### config.mk
export PLATFORM = sky130hd
export DESIGN_NAME = ccr_regs
export DESIGN_NICKNAME = d
export VERILOG_FILES = /design/src/rtl/ccr_pkg.sv /design/src/rtl/ccr_regs.sv /design/src/rtl/ccr_current_lut.sv
export SDC_FILE = /design/constraint.sdc
export NUM_CORES = 1
export LEC_CHECK = 0
export ABC_AREA = 1
export BUFFER_PORTS_ARGS = -buffer_cell sky130_fd_sc_hd__buf_4
export CORE_ASPECT_RATIO = 0.7
export CORE_UTILIZATION = 60
export DETAILED_ROUTE_END_ITERATION = 8
export PLACE_DENSITY_LB_ADDON = 0.08
export SLEW_MARGIN = 5
export SYNTH_ARGS = -nofsm -noshare
export SYNTH_HDL_FRONTEND = slang
export SYNTH_SLANG_ARGS = --single-unit
### constraint.sdc
create_clock -name CLK_I -period 4.25 [get_ports CLK_I]
set_clock_uncertainty 0.1 [all_clocks]
set_input_delay 0.6375 -clock CLK_I [delete_from_list [all_inputs] [get_ports CLK_I]]
set_output_delay 0.6375 -clock CLK_I [all_outputs]
set_load 0.03 [all_outputs]
### src/rtl/ccr_pkg.sv
package ccr_pkg;

  // Register offsets on the byte-wide register port
  localparam logic [7:0] ADDR_CTRL_ONE     = 8'h01;
  localparam logic [7:0] ADDR_CURRENT_LIM  = 8'h02;
  localparam logic [7:0] ADDR_PRE_TERM     = 8'h03;

  // Reset values
  localparam logic [7:0] RST_CTRL_ONE      = 8'h1a;
  localparam logic [7:0] RST_CURRENT_LIM   = 8'hb4;
  localparam logic [7:0] RST_PRE_TERM      = 8'haa;

  // Bits restored by watchdog expiry (the rest only by register reset)
  localparam logic [7:0] WDOG_MASK_CTRL    = 8'h70;
  localparam logic [7:0] WDOG_MASK_CURLIM  = 8'hbf;
  localparam logic [7:0] WDOG_MASK_PRETERM = 8'hff;

  // Field positions, first control register
  localparam int LIGHT_LOAD_DIS_BIT = 7;
  localparam int WDOG_KICK_BIT      = 6;
  localparam int REV_BOOST_BIT      = 5;
  localparam int CHG_EN_BIT         = 4;
  localparam int MIN_SYS_MSB        = 3;
  localparam int MIN_SYS_LSB        = 1;
  localparam int MIN_BAT_BIT        = 0;

  // Field positions, current registers
  localparam int BOOST_CURRENT_LIMIT_BIT      = 7;
  localparam int SWITCH_FULL_ON_BIT = 6;
  localparam int FAST_CODE_MSB      = 5;
  localparam int PRE_CODE_MSB       = 7;
  localparam int PRE_CODE_LSB       = 4;
  localparam int TERM_CODE_MSB      = 3;

  // Analog setting values
  localparam logic [11:0] BOOST_CURRENT_LIMIT_LOW_MA  = 12'h1f4; // 500 mA
  localparam logic [11:0] BOOST_CURRENT_LIMIT_HIGH_MA = 12'h4b0; // 1200 mA
  localparam logic [11:0] IN_LIM_OFFSET_MA  = 12'h064; // 100 mA
  localparam logic [11:0] IN_LIM_STEP_MA    = 12'h064; // 100 mA per code
  localparam logic [11:0] SWITCH_THRESH_MA  = 12'h2bc; // 700 mA

  // Fast-charge table segments: first code, base mA, step mA
  localparam logic [5:0]  FC_SEG1_CODE = 6'h09;
  localparam logic [5:0]  FC_SEG2_CODE = 6'h10;
  localparam logic [5:0]  FC_SEG3_CODE = 6'h18;
  localparam logic [5:0]  FC_SEG4_CODE = 6'h20;
  localparam logic [5:0]  FC_SEG5_CODE = 6'h30;
  localparam logic [5:0]  FC_SAT_CODE  = 6'h3d;
  localparam logic [11:0] FC_SEG0_STEP = 12'h005;
  localparam logic [11:0] FC_SEG1_BASE = 12'h032;  // 50
  localparam logic [11:0] FC_SEG1_STEP = 12'h00a;
  localparam logic [11:0] FC_SEG2_BASE = 12'h082;  // 130
  localparam logic [11:0] FC_SEG2_STEP = 12'h014;
  localparam logic [11:0] FC_SEG3_BASE = 12'h12c;  // 300
  localparam logic [11:0] FC_SEG3_STEP = 12'h01e;
  localparam logic [11:0] FC_SEG4_BASE = 12'h21c;  // 540
  localparam logic [11:0] FC_SEG4_STEP = 12'h03c;
  localparam logic [11:0] FC_SEG5_BASE = 12'h5dc;  // 1500
  localparam logic [11:0] FC_SEG5_STEP = 12'h078;
  localparam logic [11:0] FC_SAT_MA    = 12'hbb8;  // 3000

  // Register access from the serial port engine
  typedef struct packed {
    logic       wr;
    logic       rd;
    logic [7:0] addr;
    logic [7:0] wdata;
  } ccr_reg_req_t;

  // Decoded currents, all in mA
  typedef struct packed {
    logic [11:0] fast_ma;
    logic [11:0] pre_ma;
    logic [11:0] term_ma;
  } ccr_currents_t;

endpackage

### src/rtl/ccr_regs.sv
// How it works
// Control one resets to 0x1A.
// Bit 7 disables light-load mode; register reset only.
// Kick bit self-clears after watchdog restart or expiry.
// Reverse boost beats charge enable.
// Charge needs enable bit and pin low.
// Minimum system field decodes 2.6V to 3.7V.
// Current limit register resets to 0xB4.
// Bit 7 selects 0.5A or 1.2A boost.
// Switch bit 0 means high resistance below 700mA.
// Fast-charge code maps through segmented table.
// Pre/term register resets to 0xAA.
// Pre-charge code maps through small table.
// Termination code uses same small table.
// Fields read back last written value.
`timescale 1ns/10ps
module ccr_regs (
  input  wire logic                        CLK_I,
  input  wire logic                        RST_N_I,
  input  wire ccr_pkg::ccr_reg_req_t       REQ_I,
  input  wire logic                        REG_RESET_CMD_I,
  input  wire logic                        WDOG_EXPIRED_I,
  input  wire logic                        WDOG_RESTARTED_I,
  input  wire logic                        CHARGE_ENABLE_PIN_N_I,
  input  wire logic [4:0]                  INPUT_CURRENT_LIMIT_I,
  output logic      [7:0]                  RD_DATA_O,
  output logic                             RD_VALID_O,
  output logic                             WATCHDOG_KICK_O,
  output logic                             LIGHT_LOAD_MODE_ENABLE_O,
  output logic                             REVERSE_BOOST_ACTIVE_O,
  output logic                             CHARGE_ACTIVE_O,
  output logic      [11:0]                 MIN_SYSTEM_MV_O,
  output logic                             MIN_BATTERY_SEL_O,
  output logic      [11:0]                 BOOST_CURRENT_LIMIT_MA_O,
  output logic                             INPUT_SWITCH_HIGH_RES_O,
  output ccr_pkg::ccr_currents_t           CURRENTS_O
);

  // Minimum system voltage table in mV, code 000 .. 111
  localparam logic [11:0] MIN_SYS_TABLE [8] = '{
    12'ha28, 12'haf0, 12'hbb8, 12'hc80, 12'hd48, 12'hdac, 12'he10, 12'he74};

  logic [7:0]  ctrl_one;
  logic [7:0]  cur_lim;
  logic [7:0]  pre_term;
  logic [7:0]  next_ctrl_one;
  logic [7:0]  next_cur_lim;
  logic [7:0]  next_pre_term;
  logic [7:0]  next_rd_data;
  logic        next_rd_valid;
  logic        next_light_load;
  logic        next_boost_act;
  logic        next_charge_act;
  logic [11:0] next_min_sys_mv;
  logic [11:0] next_boost_current_limit;
  logic        next_high_res;
  logic [11:0] in_lim_ma;

  // Per-register write strobes
  logic        wr_ctrl_one;
  logic        wr_cur_lim;
  logic        wr_pre_term;
  logic        kick_written;

  // Restore only the fields covered by a mask
  function automatic logic [7:0] restore(input logic [7:0] cur, input logic [7:0] dflt, input logic [7:0] mask);
    restore = (cur & ~mask) | (dflt & mask);
  endfunction

  // Offset decode shared by the three registers; other offsets write nothing
  assign wr_ctrl_one  = REQ_I.wr && (REQ_I.addr == ccr_pkg::ADDR_CTRL_ONE);
  assign wr_cur_lim   = REQ_I.wr && (REQ_I.addr == ccr_pkg::ADDR_CURRENT_LIM);
  assign wr_pre_term  = REQ_I.wr && (REQ_I.addr == ccr_pkg::ADDR_PRE_TERM);

  // A kick written now outlives a restart seen in the same cycle
  assign kick_written = wr_ctrl_one && REQ_I.wdata[ccr_pkg::WDOG_KICK_BIT];

  // Control one: register reset beats watchdog expiry, which beats a host write
  always_comb begin
    next_ctrl_one = ctrl_one;
    // A host write lands first, the commands then override it
    if (wr_ctrl_one) begin
      next_ctrl_one = REQ_I.wdata;
    end
    // Kick clears once the restart has been served
    if (WDOG_RESTARTED_I && !kick_written) begin
      next_ctrl_one[ccr_pkg::WDOG_KICK_BIT] = 1'b0;
    end
    // Expiry starts from the written value, so unrestored bits keep a same-cycle write
    if (WDOG_EXPIRED_I) begin
      next_ctrl_one = restore(next_ctrl_one, ccr_pkg::RST_CTRL_ONE, ccr_pkg::WDOG_MASK_CTRL);
    end
    // Register reset restores every field, light-load and minimum system too
    if (REG_RESET_CMD_I) begin
      next_ctrl_one = ccr_pkg::RST_CTRL_ONE;
    end
  end

  // Control one storage
  always_ff @(posedge CLK_I or negedge RST_N_I) begin
    if (!RST_N_I) begin
      ctrl_one <= ccr_pkg::RST_CTRL_ONE;
    end else begin
      ctrl_one <= next_ctrl_one;
    end
  end

  // Current limit: the input switch bit survives watchdog expiry
  always_comb begin
    next_cur_lim = cur_lim;
    if (wr_cur_lim) begin
      next_cur_lim = REQ_I.wdata;
    end
    // Boost limit and fast-charge code fall back, the switch bit does not
    if (WDOG_EXPIRED_I) begin
      next_cur_lim = restore(next_cur_lim, ccr_pkg::RST_CURRENT_LIM, ccr_pkg::WDOG_MASK_CURLIM);
    end
    if (REG_RESET_CMD_I) begin
      next_cur_lim = ccr_pkg::RST_CURRENT_LIM;
    end
  end

  // Current limit storage
  always_ff @(posedge CLK_I or negedge RST_N_I) begin
    if (!RST_N_I) begin
      cur_lim <= ccr_pkg::RST_CURRENT_LIM;
    end else begin
      cur_lim <= next_cur_lim;
    end
  end

  // Pre-charge and termination codes: both fields return on expiry
  always_comb begin
    next_pre_term = pre_term;
    if (wr_pre_term) begin
      next_pre_term = REQ_I.wdata;
    end
    // Whole register is covered by the expiry mask
    if (WDOG_EXPIRED_I) begin
      next_pre_term = restore(next_pre_term, ccr_pkg::RST_PRE_TERM, ccr_pkg::WDOG_MASK_PRETERM);
    end
    if (REG_RESET_CMD_I) begin
      next_pre_term = ccr_pkg::RST_PRE_TERM;
    end
  end

  // Pre-charge and termination storage
  always_ff @(posedge CLK_I or negedge RST_N_I) begin
    if (!RST_N_I) begin
      pre_term <= ccr_pkg::RST_PRE_TERM;
    end else begin
      pre_term <= next_pre_term;
    end
  end

  // Read port: one-cycle answer, unmapped offsets read zero
  always_comb begin
    next_rd_valid = REQ_I.rd;
    next_rd_data  = '0;
    if (REQ_I.rd) begin
      unique case (REQ_I.addr)
        ccr_pkg::ADDR_CTRL_ONE:    next_rd_data = ctrl_one;
        ccr_pkg::ADDR_CURRENT_LIM: next_rd_data = cur_lim;
        ccr_pkg::ADDR_PRE_TERM:    next_rd_data = pre_term;
        default:                   next_rd_data = '0;
      endcase
    end
  end

  always_ff @(posedge CLK_I or negedge RST_N_I) begin
    if (!RST_N_I) begin
      RD_DATA_O  <= '0;
      RD_VALID_O <= 1'b0;
    end else begin
      RD_DATA_O  <= next_rd_data;
      RD_VALID_O <= next_rd_valid;
    end
  end

  // Decoded controls toward the power stage, one cycle behind the registers
  assign in_lim_ma = 12'(ccr_pkg::IN_LIM_OFFSET_MA + ccr_pkg::IN_LIM_STEP_MA * {7'h00, INPUT_CURRENT_LIMIT_I});

  always_comb begin
    next_light_load = ~ctrl_one[ccr_pkg::LIGHT_LOAD_DIS_BIT];
    next_boost_act  = ctrl_one[ccr_pkg::REV_BOOST_BIT];
    // Boost has priority, so the two modes never overlap
    next_charge_act = ~ctrl_one[ccr_pkg::REV_BOOST_BIT] & ctrl_one[ccr_pkg::CHG_EN_BIT] &
                      ~CHARGE_ENABLE_PIN_N_I;
    next_min_sys_mv = MIN_SYS_TABLE[ctrl_one[ccr_pkg::MIN_SYS_MSB:ccr_pkg::MIN_SYS_LSB]];
    next_boost_current_limit  = cur_lim[ccr_pkg::BOOST_CURRENT_LIMIT_BIT] ? ccr_pkg::BOOST_CURRENT_LIMIT_HIGH_MA
                                                      : ccr_pkg::BOOST_CURRENT_LIMIT_LOW_MA;
    next_high_res   = ~cur_lim[ccr_pkg::SWITCH_FULL_ON_BIT] && (in_lim_ma < ccr_pkg::SWITCH_THRESH_MA);
  end

  always_ff @(posedge CLK_I or negedge RST_N_I) begin
    if (!RST_N_I) begin
      WATCHDOG_KICK_O          <= 1'b0;
      LIGHT_LOAD_MODE_ENABLE_O <= 1'b0;
      REVERSE_BOOST_ACTIVE_O   <= 1'b0;
      CHARGE_ACTIVE_O          <= 1'b0;
      MIN_SYSTEM_MV_O          <= '0;
      MIN_BATTERY_SEL_O        <= 1'b0;
      BOOST_CURRENT_LIMIT_MA_O <= '0;
      INPUT_SWITCH_HIGH_RES_O  <= 1'b0;
    end else begin
      WATCHDOG_KICK_O          <= ctrl_one[ccr_pkg::WDOG_KICK_BIT];
      LIGHT_LOAD_MODE_ENABLE_O <= next_light_load;
      REVERSE_BOOST_ACTIVE_O   <= next_boost_act;
      CHARGE_ACTIVE_O          <= next_charge_act;
      MIN_SYSTEM_MV_O          <= next_min_sys_mv;
      MIN_BATTERY_SEL_O        <= ctrl_one[ccr_pkg::MIN_BAT_BIT];
      BOOST_CURRENT_LIMIT_MA_O <= next_boost_current_limit;
      INPUT_SWITCH_HIGH_RES_O  <= next_high_res;
    end
  end

  // Current code decode lives in its own module
  ccr_current_lut u_lut (
    .clk_i       (CLK_I),
    .rst_n_i     (RST_N_I),
    .fast_code_i (cur_lim[ccr_pkg::FAST_CODE_MSB:0]),
    .pre_code_i  (pre_term[ccr_pkg::PRE_CODE_MSB:ccr_pkg::PRE_CODE_LSB]),
    .term_code_i (pre_term[ccr_pkg::TERM_CODE_MSB:0]),
    .currents_o  (CURRENTS_O)
  );

endmodule // ccr_regs

### src/rtl/ccr_current_lut.sv
`timescale 1ns/10ps
module ccr_current_lut (
  input  wire logic                   clk_i,
  input  wire logic                   rst_n_i,
  input  wire logic [5:0]             fast_code_i,
  input  wire logic [3:0]             pre_code_i,
  input  wire logic [3:0]             term_code_i,
  output ccr_pkg::ccr_currents_t      currents_o
);

  // Shared pre-charge / termination table, 5 mA at 0000 .. 240 mA at 1111
  localparam logic [11:0] SMALL_TABLE [16] = '{
    12'h005, 12'h00a, 12'h00f, 12'h014, 12'h01e, 12'h028, 12'h032, 12'h03c,
    12'h050, 12'h064, 12'h078, 12'h08c, 12'h0a0, 12'h0b4, 12'h0c8, 12'h0f0};

  ccr_pkg::ccr_currents_t next_currents;

  // Segmented fast-charge decode; arithmetic beats a 64-entry table in area
  function automatic logic [11:0] fast_ma(input logic [5:0] c);
    logic [11:0] cc;
    cc = {6'h00, c};
    if (c >= ccr_pkg::FC_SAT_CODE)
      fast_ma = ccr_pkg::FC_SAT_MA;
    else if (c >= ccr_pkg::FC_SEG5_CODE)
      fast_ma = 12'(ccr_pkg::FC_SEG5_BASE + ccr_pkg::FC_SEG5_STEP * (cc - {6'h00, ccr_pkg::FC_SEG5_CODE}));
    else if (c >= ccr_pkg::FC_SEG4_CODE)
      fast_ma = 12'(ccr_pkg::FC_SEG4_BASE + ccr_pkg::FC_SEG4_STEP * (cc - {6'h00, ccr_pkg::FC_SEG4_CODE}));
    else if (c >= ccr_pkg::FC_SEG3_CODE)
      fast_ma = 12'(ccr_pkg::FC_SEG3_BASE + ccr_pkg::FC_SEG3_STEP * (cc - {6'h00, ccr_pkg::FC_SEG3_CODE}));
    else if (c >= ccr_pkg::FC_SEG2_CODE)
      fast_ma = 12'(ccr_pkg::FC_SEG2_BASE + ccr_pkg::FC_SEG2_STEP * (cc - {6'h00, ccr_pkg::FC_SEG2_CODE}));
    else if (c >= ccr_pkg::FC_SEG1_CODE)
      fast_ma = 12'(ccr_pkg::FC_SEG1_BASE + ccr_pkg::FC_SEG1_STEP * (cc - {6'h00, ccr_pkg::FC_SEG1_CODE}));
    else
      fast_ma = 12'(ccr_pkg::FC_SEG0_STEP * cc);
  endfunction

  // Decode all three codes
  always_comb begin
    next_currents.fast_ma = fast_ma(fast_code_i);
    next_currents.pre_ma  = SMALL_TABLE[pre_code_i];
    next_currents.term_ma = SMALL_TABLE[term_code_i];
  end

  // Registered so the top outputs come from flops
  always_ff @(posedge clk_i or negedge rst_n_i) begin
    if (!rst_n_i) begin
      currents_o <= '0;
    end else begin
      currents_o <= next_currents;
    end
  end

endmodule // ccr_current_lut

; Word level (Yosys, flattened, before mapping)
; Memory sizes are Yosys's and may differ from the RTL's. A register that Yosys moved wholly into a read port is not among the register bits.
; Index checks and enable logic that the tools add are counted.
[word_totals]
register_bits = 62
rom_bits = 480
out_inout_bits = 75
memories = 3
[mem_list]
columns = memory, depth, word_bits, rd, rd_ports_with_merged_regs, write_ports, line_no
row1 = (name not given), 16, 12, 1, 1, 0, ccr_current_lut.sv:42  ; next_currents.term_ma = SMALL_TABLE[term_code_i];
row2 = (name not given), 16, 12, 1, 1, 0, ccr_current_lut.sv:41  ; next_currents.pre_ma = SMALL_TABLE[pre_code_i];
row3 = (name not given), 8, 12, 1, 1, 0, ccr_regs.sv:189  ; next_min_sys_mv = MIN_SYS_TABLE[ctrl_one[ccr_pkg::MIN_SYS_MSB:ccr_pkg::MIN_SYS_LSB]];
[op_classes]
n_addsub = 11
mul = 7
order_cmp = 7
n_eq_ne = 3
mux = 19
n_bitwise = 9
reduce_logical = 14
[op_table]
columns = cell, n
row1 = $mux W12, 6
row2 = $mux W8, 9
row3 = $pmux W8 S3, 1
row4 = $ge A6 B6 Y1 const B, 3
row5 = $eq A8 B2 Y1 const B, 2
row6 = $sub A6 B5 Y7 const B, 2
row7 = $sub A6 B6 Y7 const B, 2
row8 = $add A10 B12 Y12 const A, 1
row9 = $add A11 B12 Y12 const A, 1
row10 = $add A6 B12 Y12 const A, 1
row11 = $add A7 B12 Y12 const A, 1
row12 = $add A8 B12 Y12 const A, 1
row13 = $add A9 B12 Y12 const A, 1
row14 = $ge A6 B5 Y1 const B, 2
row15 = $lt A12 B10 Y1 const B, 1
row16 = $mul A3 B12 Y10 const A, 1
row17 = $mul A3 B12 Y11 const A, 1
row18 = $mul A4 B12 Y10 const A, 1
row19 = $mul A4 B12 Y11 const A, 1
row20 = $mul A4 B12 Y9 const A, 1
row21 = $mux W11, 1
row22 = $mul A5 B5 Y10 const A, 1
row23 = $not A4 Y5, 2
row24 = $mul A3 B6 Y9 const A, 1
row25 = other kinds (12), 26

; Logic depth before layout (Yosys ltp)
; Gate-level depths: netlist (run 1).
[depth]
ltp_word = 9
depth_mapped = 25
depth_no_buf = 24

; Modules after synthesis
; From an unflattened synthesis (run 1), not the netlist that was laid out.
[hier_totals]
cells_unflattened = 1106
hier_area_um2 = 8087.8
[modules_own_cells]
columns = module, instances, cells_each, area_per_inst_um2, seq_area_each_um2
row1 = ccr_current_lut, 1, 765, 5223.8, 700.7
row2 = ccr_regs, 1, 341, 2864.0, 1290.0

; Worst setup path after synthesis (run 1)
; Ideal clock, no wire load.
[synth_path]
path_type = register to register
startpoint = register cur_lim[4]
endpoint = register u_lut.currents_o[34] in the netlist's numbering
arrival_time_ns = 3.610
required_time_ns = 4.029
setup_slack_ns = 0.420
stages_incl_launch_ff = 21
period_less_slack_ns = 3.830
path_cell_list = dfstp_2 > inv_1 > ha_1 > xnor2_1 > xor2_1 > inv_1 > fa_1 > inv_1 > ha_1 > a21oi_1 > nand3_2 > nand2_1 > nand3_1 > nand2_1 > nand2_1 > nand2_1 > nand3_1 > nand3_1 > nand2_1 > nand2_1 > nand2_1
[synth_lines]
columns = element, line_no
row1 = "start, declared", ccr_regs.sv:44  ; logic [7:0] cur_lim;
row2 = "start signal, assigned", ccr_regs.sv:126  ; cur_lim <= ccr_pkg::RST_CURRENT_LIM;
row3 = "start signal, assigned", ccr_regs.sv:128  ; cur_lim <= next_cur_lim;
row4 = "end signal, assigned", ccr_current_lut.sv:50  ; currents_o <= next_currents;
row5 = "end, declared", ccr_current_lut.sv:8  ; output ccr_pkg::ccr_currents_t currents_o

==> results of run 1 <==
power by group through the flow:
| stage | logic [mW] | clock network, mW | registers, mW |
|---|---|---|---|
| 2_1_floorplan | 0.134 | 0 | 0.790 |
| 3_3_place_gp | 0.205 | 0 | 0.778 |
| 3_5_place_dp | 0.211 | 0 | 0.778 |
| 4_1_cts | 0.211 | 0.840 | 0.764 |
| 5_1_grt | 0.236 | 0.878 | 0.765 |
| 6_report | 0.210 | 0.833 | 0.765 |
critical path: stages (launching register included):
cell	delay, ps
dfstp_2	530
inv_1	120
ha_1	250
a21boi_2	260
xor2_1	250
ha_1	280
ha_1	230
fa_1	420
xnor2_1	320
xor2_1	170
o21ai_0	90
o21ai_0	390
o211ai_1	210
nand2_1	110
o31ai_1	70
layout make-up:
class	count	area, um^2	area share (%)
clock buffer	10	239	2.70
clock inverter	6	75.1	0.849
inverter	167	632	7.14
multi-input combinational	744	4890	55.3
sequential	79	1990	22.5
tap	162	203	2.29
timing repair buffer	108	811	9.17
cells in the mapped netlist, drive strengths merged:
library cell | count | area (um^2)
xor2 | 25 | 219
o31ai | 4 | 35.0
ha | 99 | 1240
nor2 | 77 | 327
or2 | 7 | 43.8
inv | 163 | 617
a32oi | 1 | 8.76
xnor2 | 19 | 166
nor3 | 9 | 50.1
o21ai | 54 | 285
a21o | 1 | 7.51
a32o | 1 | 10.0
nor4 | 3 | 40.0
dfrtp | 68 | 1700
dfstp | 11 | 289
nand2b | 2 | 12.5
buf | 29 | 229
a31oi | 6 | 37.5
a21boi | 3 | 22.5
o22ai | 15 | 93.8
o211ai | 8 | 60.1
nand4 | 17 | 106
nand2 | 209 | 792
fa | 24 | 480
o21bai | 3 | 26.3
conb | 2 | 7.51
o21a | 3 | 22.5
a22oi | 5 | 37.5
a21oi | 59 | 303
nand3 | 67 | 345
clkbuf | 5 | 21.3
a311oi | 1 | 8.76
clkinv | 4 | 15.0
nand3b | 6 | 45.0
flip-flops by register name, indices dropped and copies added (netlist names):
register	cells
u_lut.currents_o	28
MIN_SYSTEM_MV_O	9
RD_DATA_O	8
ctrl_one	8
cur_lim	8
pre_term	8
BOOST_CURRENT_LIMIT_MA_O	3
CHARGE_ACTIVE_O	1
INPUT_SWITCH_HIGH_RES_O	1
LIGHT_LOAD_MODE_ENABLE_O	1
MIN_BATTERY_SEL_O	1
RD_VALID_O	1
REVERSE_BOOST_ACTIVE_O	1
WATCHDOG_KICK_O	1
cell families (layout without fill, tap and decap cells):
| group | Yosys count | after routing | share of synthesized area, % |
|---|---|---|---|
| fa+ha+maj | 123 | 123 | 22.3 |
| xor+xnor | 44 | 44 | 5.00 |
| other cells | 2 | 16 | 0.0975 |
| compound gates | 164 | 164 | 12.4 |
| buf+inv | 201 | 291 | 11.4 |
| simple gates | 397 | 397 | 22.9 |
| flops | 79 | 79 | 25.8 |
routing by layer:
metal	vias to the layer above	track usage [%]	share of wire, %
met2	284	44.8	41
met1	3262	48.6	49
met5	-	0	0
met3	24	5.71	9.1
li1	3444	-	-
met4	0	7.02	1.0
how the worst max path moves through the flow:
| stage | endpoint | slack [ps] | cells after the start |
|---|---|---|---|
| 6_report | u_lut.currents_o[30] | 340 | 14 |
| 5_1_grt | u_lut.currents_o[34] | 30 | 23 |
| 4_1_cts | u_lut.currents_o[34] | 270 | 21 |
| 3_5_place_dp | u_lut.currents_o[34] | 280 | 21 |
| 3_3_place_gp | u_lut.currents_o[34] | 310 | 21 |
| 2_1_floorplan | u_lut.currents_o[34] | 420 | 20 |
what timing repair did:
item                       4_1_cts  5_1_grt
setup endpoints to repair        0        3
setup buffers                    0        3
gates resized for setup          0        3
==> results.json, run 1 <==
{
  "layout_commonest_cell": "nand2_1",
  "fp.dieW_um": 137,
  "setup_ws_ps": 344,
  "min_period_ps": 3910,
  "clock_power_share_pct": 46.1,
  "grt_max_degree": 80,
  "cp.arrival_ps": 4050,
  "startpoint_type": "register",
  "slew_headroom_pct": 33.3,
  "hold_class": "reg2reg",
  "holdPathEnd": "WATCHDOG_KICK_O",
  "port_buffers": 88,
  "swShare_pct": 27.0,
  "cts_buffer_depth": 2,
  "clock.fmax_mhz": 256,
  "worstSkewPairLatency_ps": 350,
  "root_buffer": "clkbuf_16",
  "dp_hpwl_mm": 15.7,
  "placed_area_um2": 8500,
  "finalHoldViolations": 0,
  "power.total_mw": 1.81,
  "start_util_pct": 61.8,
  "num_rows": 34,
  "timing.rr.end": "u_lut.currents_o[30]",
  "ff2ff_path_depth": 14,
  "synth_area_um2": 7700,
  "power_density_nw_per_um2": 204,
  "drtIter0Drc": 617,
  "die_area_um2": 13300,
  "setup-violations-final": 0,
  "antenna_cells": 0,
  "antenna_found_initial": 0,
  "final_util_pct": 71.0,
  "final_nets": 1261,
  "reg2reg_from": "cur_lim[2]",
  "p_leak_nw": 4.73,
  "drt-wirelength-per-cell_um": 15.4,
  "seq_power_share_pct": 42.3,
  "status": "finished clean",
  "final_cell_mix": "206 x nand2_1, 155 x inv_1, 108 x buf_4",
  "io_pins": 104,
  "maxCapViolations": 0,
  "track_usage_pct": 31.4,
  "yosys_warnings": 0,
  "syn_inst": 1010,
  "dp.cells": 1257,
  "h-tree-depth": 3,
  "power.internal_mw": 1.32,
  "numCtsBuffers": 9,
  "cts_sinks": 79,
  "path_class": "reg2reg",
  "cts_tree": "yes",
  "drc_errors": 0,
  "p_switching_mw": 0.489,
  "overflow": 0,
  "cts_hold_buf": 0,
  "hold_depth": 0,
  "p_comb_share_pct": 11.6,
  "gp_congestion": 0.894,
  "ir_drop_v": 0.000182,
  "setup_tns_ps": 0,
  "firstDrtPassIters": 5,
  "whs_ps": 290,
  "reg2reg_slack_ps": 340,
  "drv_slew": 0,
  "finalWirelength_mm": 19.7,
  "cts.clk_slew.worst_paths_ps": 70,
  "layout_worst_path_cycle_share_pct": 91.9,
  "dr_total_vias": 7014,
  "fillers": 1054,
  "syn_area_per_cell_um2": 7.63,
  "ys_types": 54,
  "worst_pin_slew_ps": 1000,
  "grt_pass1_vias": 6462,
  "fin_cells": 1276,
  "place_ws_ps": 276,
  "syn_to_final_growth_pct": 14.8,
  "die_h_um": 96.8,
  "final_cell_area_um2": 8850,
  "viasPerCell": 5.50,
  "rsz0062_at_grt": "no",
  "crit_start": "cur_lim[2]",
  "cp.required_ps": 4390,
  "layout-drive-gt1-share_pct": 15.6,
  "yosys_register_bits": 79,
  "cp_max_fo": 6,
  "core_area_um2": 12500,
  "antenna_left": 0,
  "hp-start": "ctrl_one[6]",
  "critPathCaptureType": "register",
  "yosysSeqAreaShare_pct": 25.8,
  "grt_first_pass_wirelength_mm": 32.3
}
Power figures use the tool's default switching activity.
==> inputs of run 2 (changes only) <==
--- a/config.mk
+++ b/config.mk
@@ -5,12 +5,13 @@
 export SDC_FILE = /design/constraint.sdc
 export NUM_CORES = 1
 export LEC_CHECK = 0
-export ABC_AREA = 1
 export BUFFER_PORTS_ARGS = -buffer_cell sky130_fd_sc_hd__buf_4
 export CORE_ASPECT_RATIO = 0.7
 export CORE_UTILIZATION = 60
 export DETAILED_ROUTE_END_ITERATION = 8
 export PLACE_DENSITY_LB_ADDON = 0.08
+export RECOVER_POWER = 25
+export REMOVE_ABC_BUFFERS = 1
 export SLEW_MARGIN = 5
 export SYNTH_ARGS = -nofsm -noshare
 export SYNTH_HDL_FRONTEND = slang
==> results.json, run 2 <==
{
  "status": "finished, violations left",
  "violations": "max-capacitance violations, max-slew violations",
  "whs_ps": 306,
  "synth_top_flop_cell": "dfrtp_1",
  "grt_first_pass_wirelength_mm": 32.2,
  "grtUsageMet2_pct": 51.2,
  "final_util_pct": 74.6,
  "viasPerCell": 5.98,
  "finalHoldViolations": 0,
  "numCtsBuffers": 9,
  "top_register": "u_lut.currents_o",
  "cp.required_ps": 4360,
  "synth_area_um2": 7590,
  "layout_commonest_cell": "buf_4",
  "syn_inst": 819,
  "drt-wirelength-per-cell_um": 19.0,
  "fillers": 867,
  "setup-violations-final": 0,
  "num_rows": 33,
  "p_leak_nw": 4.18,
  "root_buffer": "clkbuf_16",
  "ir_drop_v": 0.000210,
  "cts_sinks": 79,
  "gp_congestion": 0.986,
  "overflow": 0,
  "start_util_pct": 63.2,
  "die_h_um": 96.1,
  "clock.fmax_mhz": 241,
  "antenna_cells": 0,
  "dp_hpwl_mm": 16.1,
  "busiest_layer": "met2",
  "placed_area_um2": 8500,
  "finalWirelength_mm": 20.7,
  "worstSkewPairLatency_ps": 340,
  "maxCapViolations": 1,
  "synth_largest_area_cell": "dfrtp_1",
  "layout-drive-gt1-share_pct": 23.1,
  "drv_slew": 80,
  "yosysMostFrequentCell": "ha_1",
  "synth_commonest_cells": "99 x ha_1, 81 x nand2_1, 68 x dfrtp_1",
  "slew_headroom_pct": -32.0,
  "synth.area.top_cells": "dfrtp_1 22%, ha_1 16%, fa_1 6.3%",
  "yosys_register_bits": 79,
  "synth_top_area_share_pct": 22.4,
  "largest_reg_flops": 28,
  "min_period_ps": 4150,
  "grt_pass1_vias": 6283,
  "h-tree-depth": 3,
  "die_area_um2": 13100,
  "antenna_found_initial": 0,
  "ys_types": 87,
  "hold_class": "reg2reg",
  "path_class": "reg2reg",
  "antenna_left": 0,
  "final_nets": 1078,
  "fp.dieW_um": 136,
  "grt_max_degree": 80,
  "port_buffers": 88,
  "cts_buffer_depth": 2,
  "yosys_warnings": 0,
  "core_area_um2": 12000,
  "drtIter0Drc": 469,
  "worst_pin_slew_ps": 1980,
  "grt_use_met1_pct": 46.3,
  "dr_total_vias": 6504,
  "final_cell_area_um2": 8970,
  "cts.clk_slew.worst_paths_ps": 60,
  "power.total_mw": 1.71,
  "layout_worst_path_cycle_share_pct": 97.7,
  "io_pins": 104,
  "firstDrtPassIters": 5,
  "cts_tree": "yes",
  "track_usage_pct": 32.5,
  "synthArstFlopShare_pct": 100,
  "cp_max_fo": 6,
  "cp.arrival_ps": 4260,
  "syn_area_per_cell_um2": 9.27,
  "gr-usage-met3_pct": 6.42,
  "final_cell_mix": "123 x buf_4, 95 x ha_1, 81 x nand2_1",
  "critPathCaptureType": "register",
  "power_density_nw_per_um2": 191,
  "largestRegisters": "u_lut.currents_o: 28 flops, MIN_SYSTEM_MV_O: 9 flops",
  "setup_tns_ps": 0,
  "startpoint_type": "register",
  "syn_to_final_growth_pct": 18.1,
  "synth_edf_count": 0,
  "drc_errors": 0,
  "yosysSeqAreaShare_pct": 26.2
}
-- run 2: changes by cell type after synthesis, sizes merged, moves of 13 or more --
cell,before,now
inv,163,68
nand2,209,82
o21ai,54,34
nor2,77,54
xnor2,19,51
nand3,67,19
clkbuf,5,18
-- run 2: path summary, 6_finish.rpt --
path | startpoint | to | slack [ps] | cells past startpoint
worst max-delay path | cur_lim[2] | u_lut.currents_o[35] | 100 | 13
worst min-delay path | ctrl_one[0] | MIN_BATTERY_SEL_O | 310 | 0
worst max register to register | cur_lim[2] | u_lut.currents_o[35] | 100 | 13
worst min register to register | ctrl_one[0] | MIN_BATTERY_SEL_O | 310 | 0
max in group asynchronous | RST_N_I | cur_lim[3] | 1980 | 1
min in group asynchronous | RST_N_I | MIN_SYSTEM_MV_O[4] | 740 | 1
-- run 2: kinds of logic (layout without fill, tap and decap cells) --
logic type	after synthesis	after routing	share of synthesized area, %
AO/OA/AOI/OAI	182	182	17.2
XOR/XNOR	77	77	9.46
adder cells (fa/ha/maj)	123	123	22.6
buffers and inverters	113	211	6.69
flip-flops	79	79	26.2
multiplexers	17	17	2.82
other	2	16	0.0989
AND/OR/NAND/NOR	226	226	14.9
-- run 2: final cells by class --
cell class | instances | area [um^2] | share of cell area, %
Sequential cell | 79 | 1990 | 22.2
Multi-Input combinational cell | 641 | 5280 | 58.9
Tap cell | 157 | 196 | 2.19
Inverter | 69 | 264 | 2.94
Clock inverter | 7 | 57.6 | 0.642
Clock buffer | 9 | 225 | 2.51
Timing Repair Buffer | 126 | 947 | 10.6
-- run 2: per-layer routing --
layer,part of all wire (%),wire length [um],vias to the layer above
met5,0,0,-
met4,1.5,302,0
met2,44,9150,273
met1,47,9630,3178
met3,7.8,1610,31
li1,-,-,3022
-- run 2: repair_timing --
item                                    CTS  global route
buffers inserted                          1             4
endpoints found under the setup margin    2             4
gates resized for setup                   3            26
pin swaps                                 3             8
gates cloned                              0             0
hold buffers                              0             0
-- run 2: worst max-delay path, cell delays in order, from the launching register on --
cell	delay, ps
dfstp_2	560
buf_4	200
fa_1	460
inv_1	120
fa_1	470
fa_1	500
nor2b_1	230
o31ai_1	100
xnor2_1	400
nand3_2	170
a21oi_2	180
xnor3_1	310
a21oi_1	140
o21ai_1	80
-- run 2: metrics by stage --
| stage | cells | setup slack (ps) |
|---|---|---|
| after floorplan | 789 | -111 |
| after global routing | 1088 | -9.96 |
| after detailed placement | 1067 | -133 |
| after global placement | 1067 | -95.7 |
| after CTS | 1084 | 1.59 |
| final | 1088 | 97.6 |
-- run 2: power breakdown --
part | switching (mW) | internal, mW
clock network | 0.327 | 0.402
registers | 0.00304 | 0.759
logic | 0.132 | 0.0851
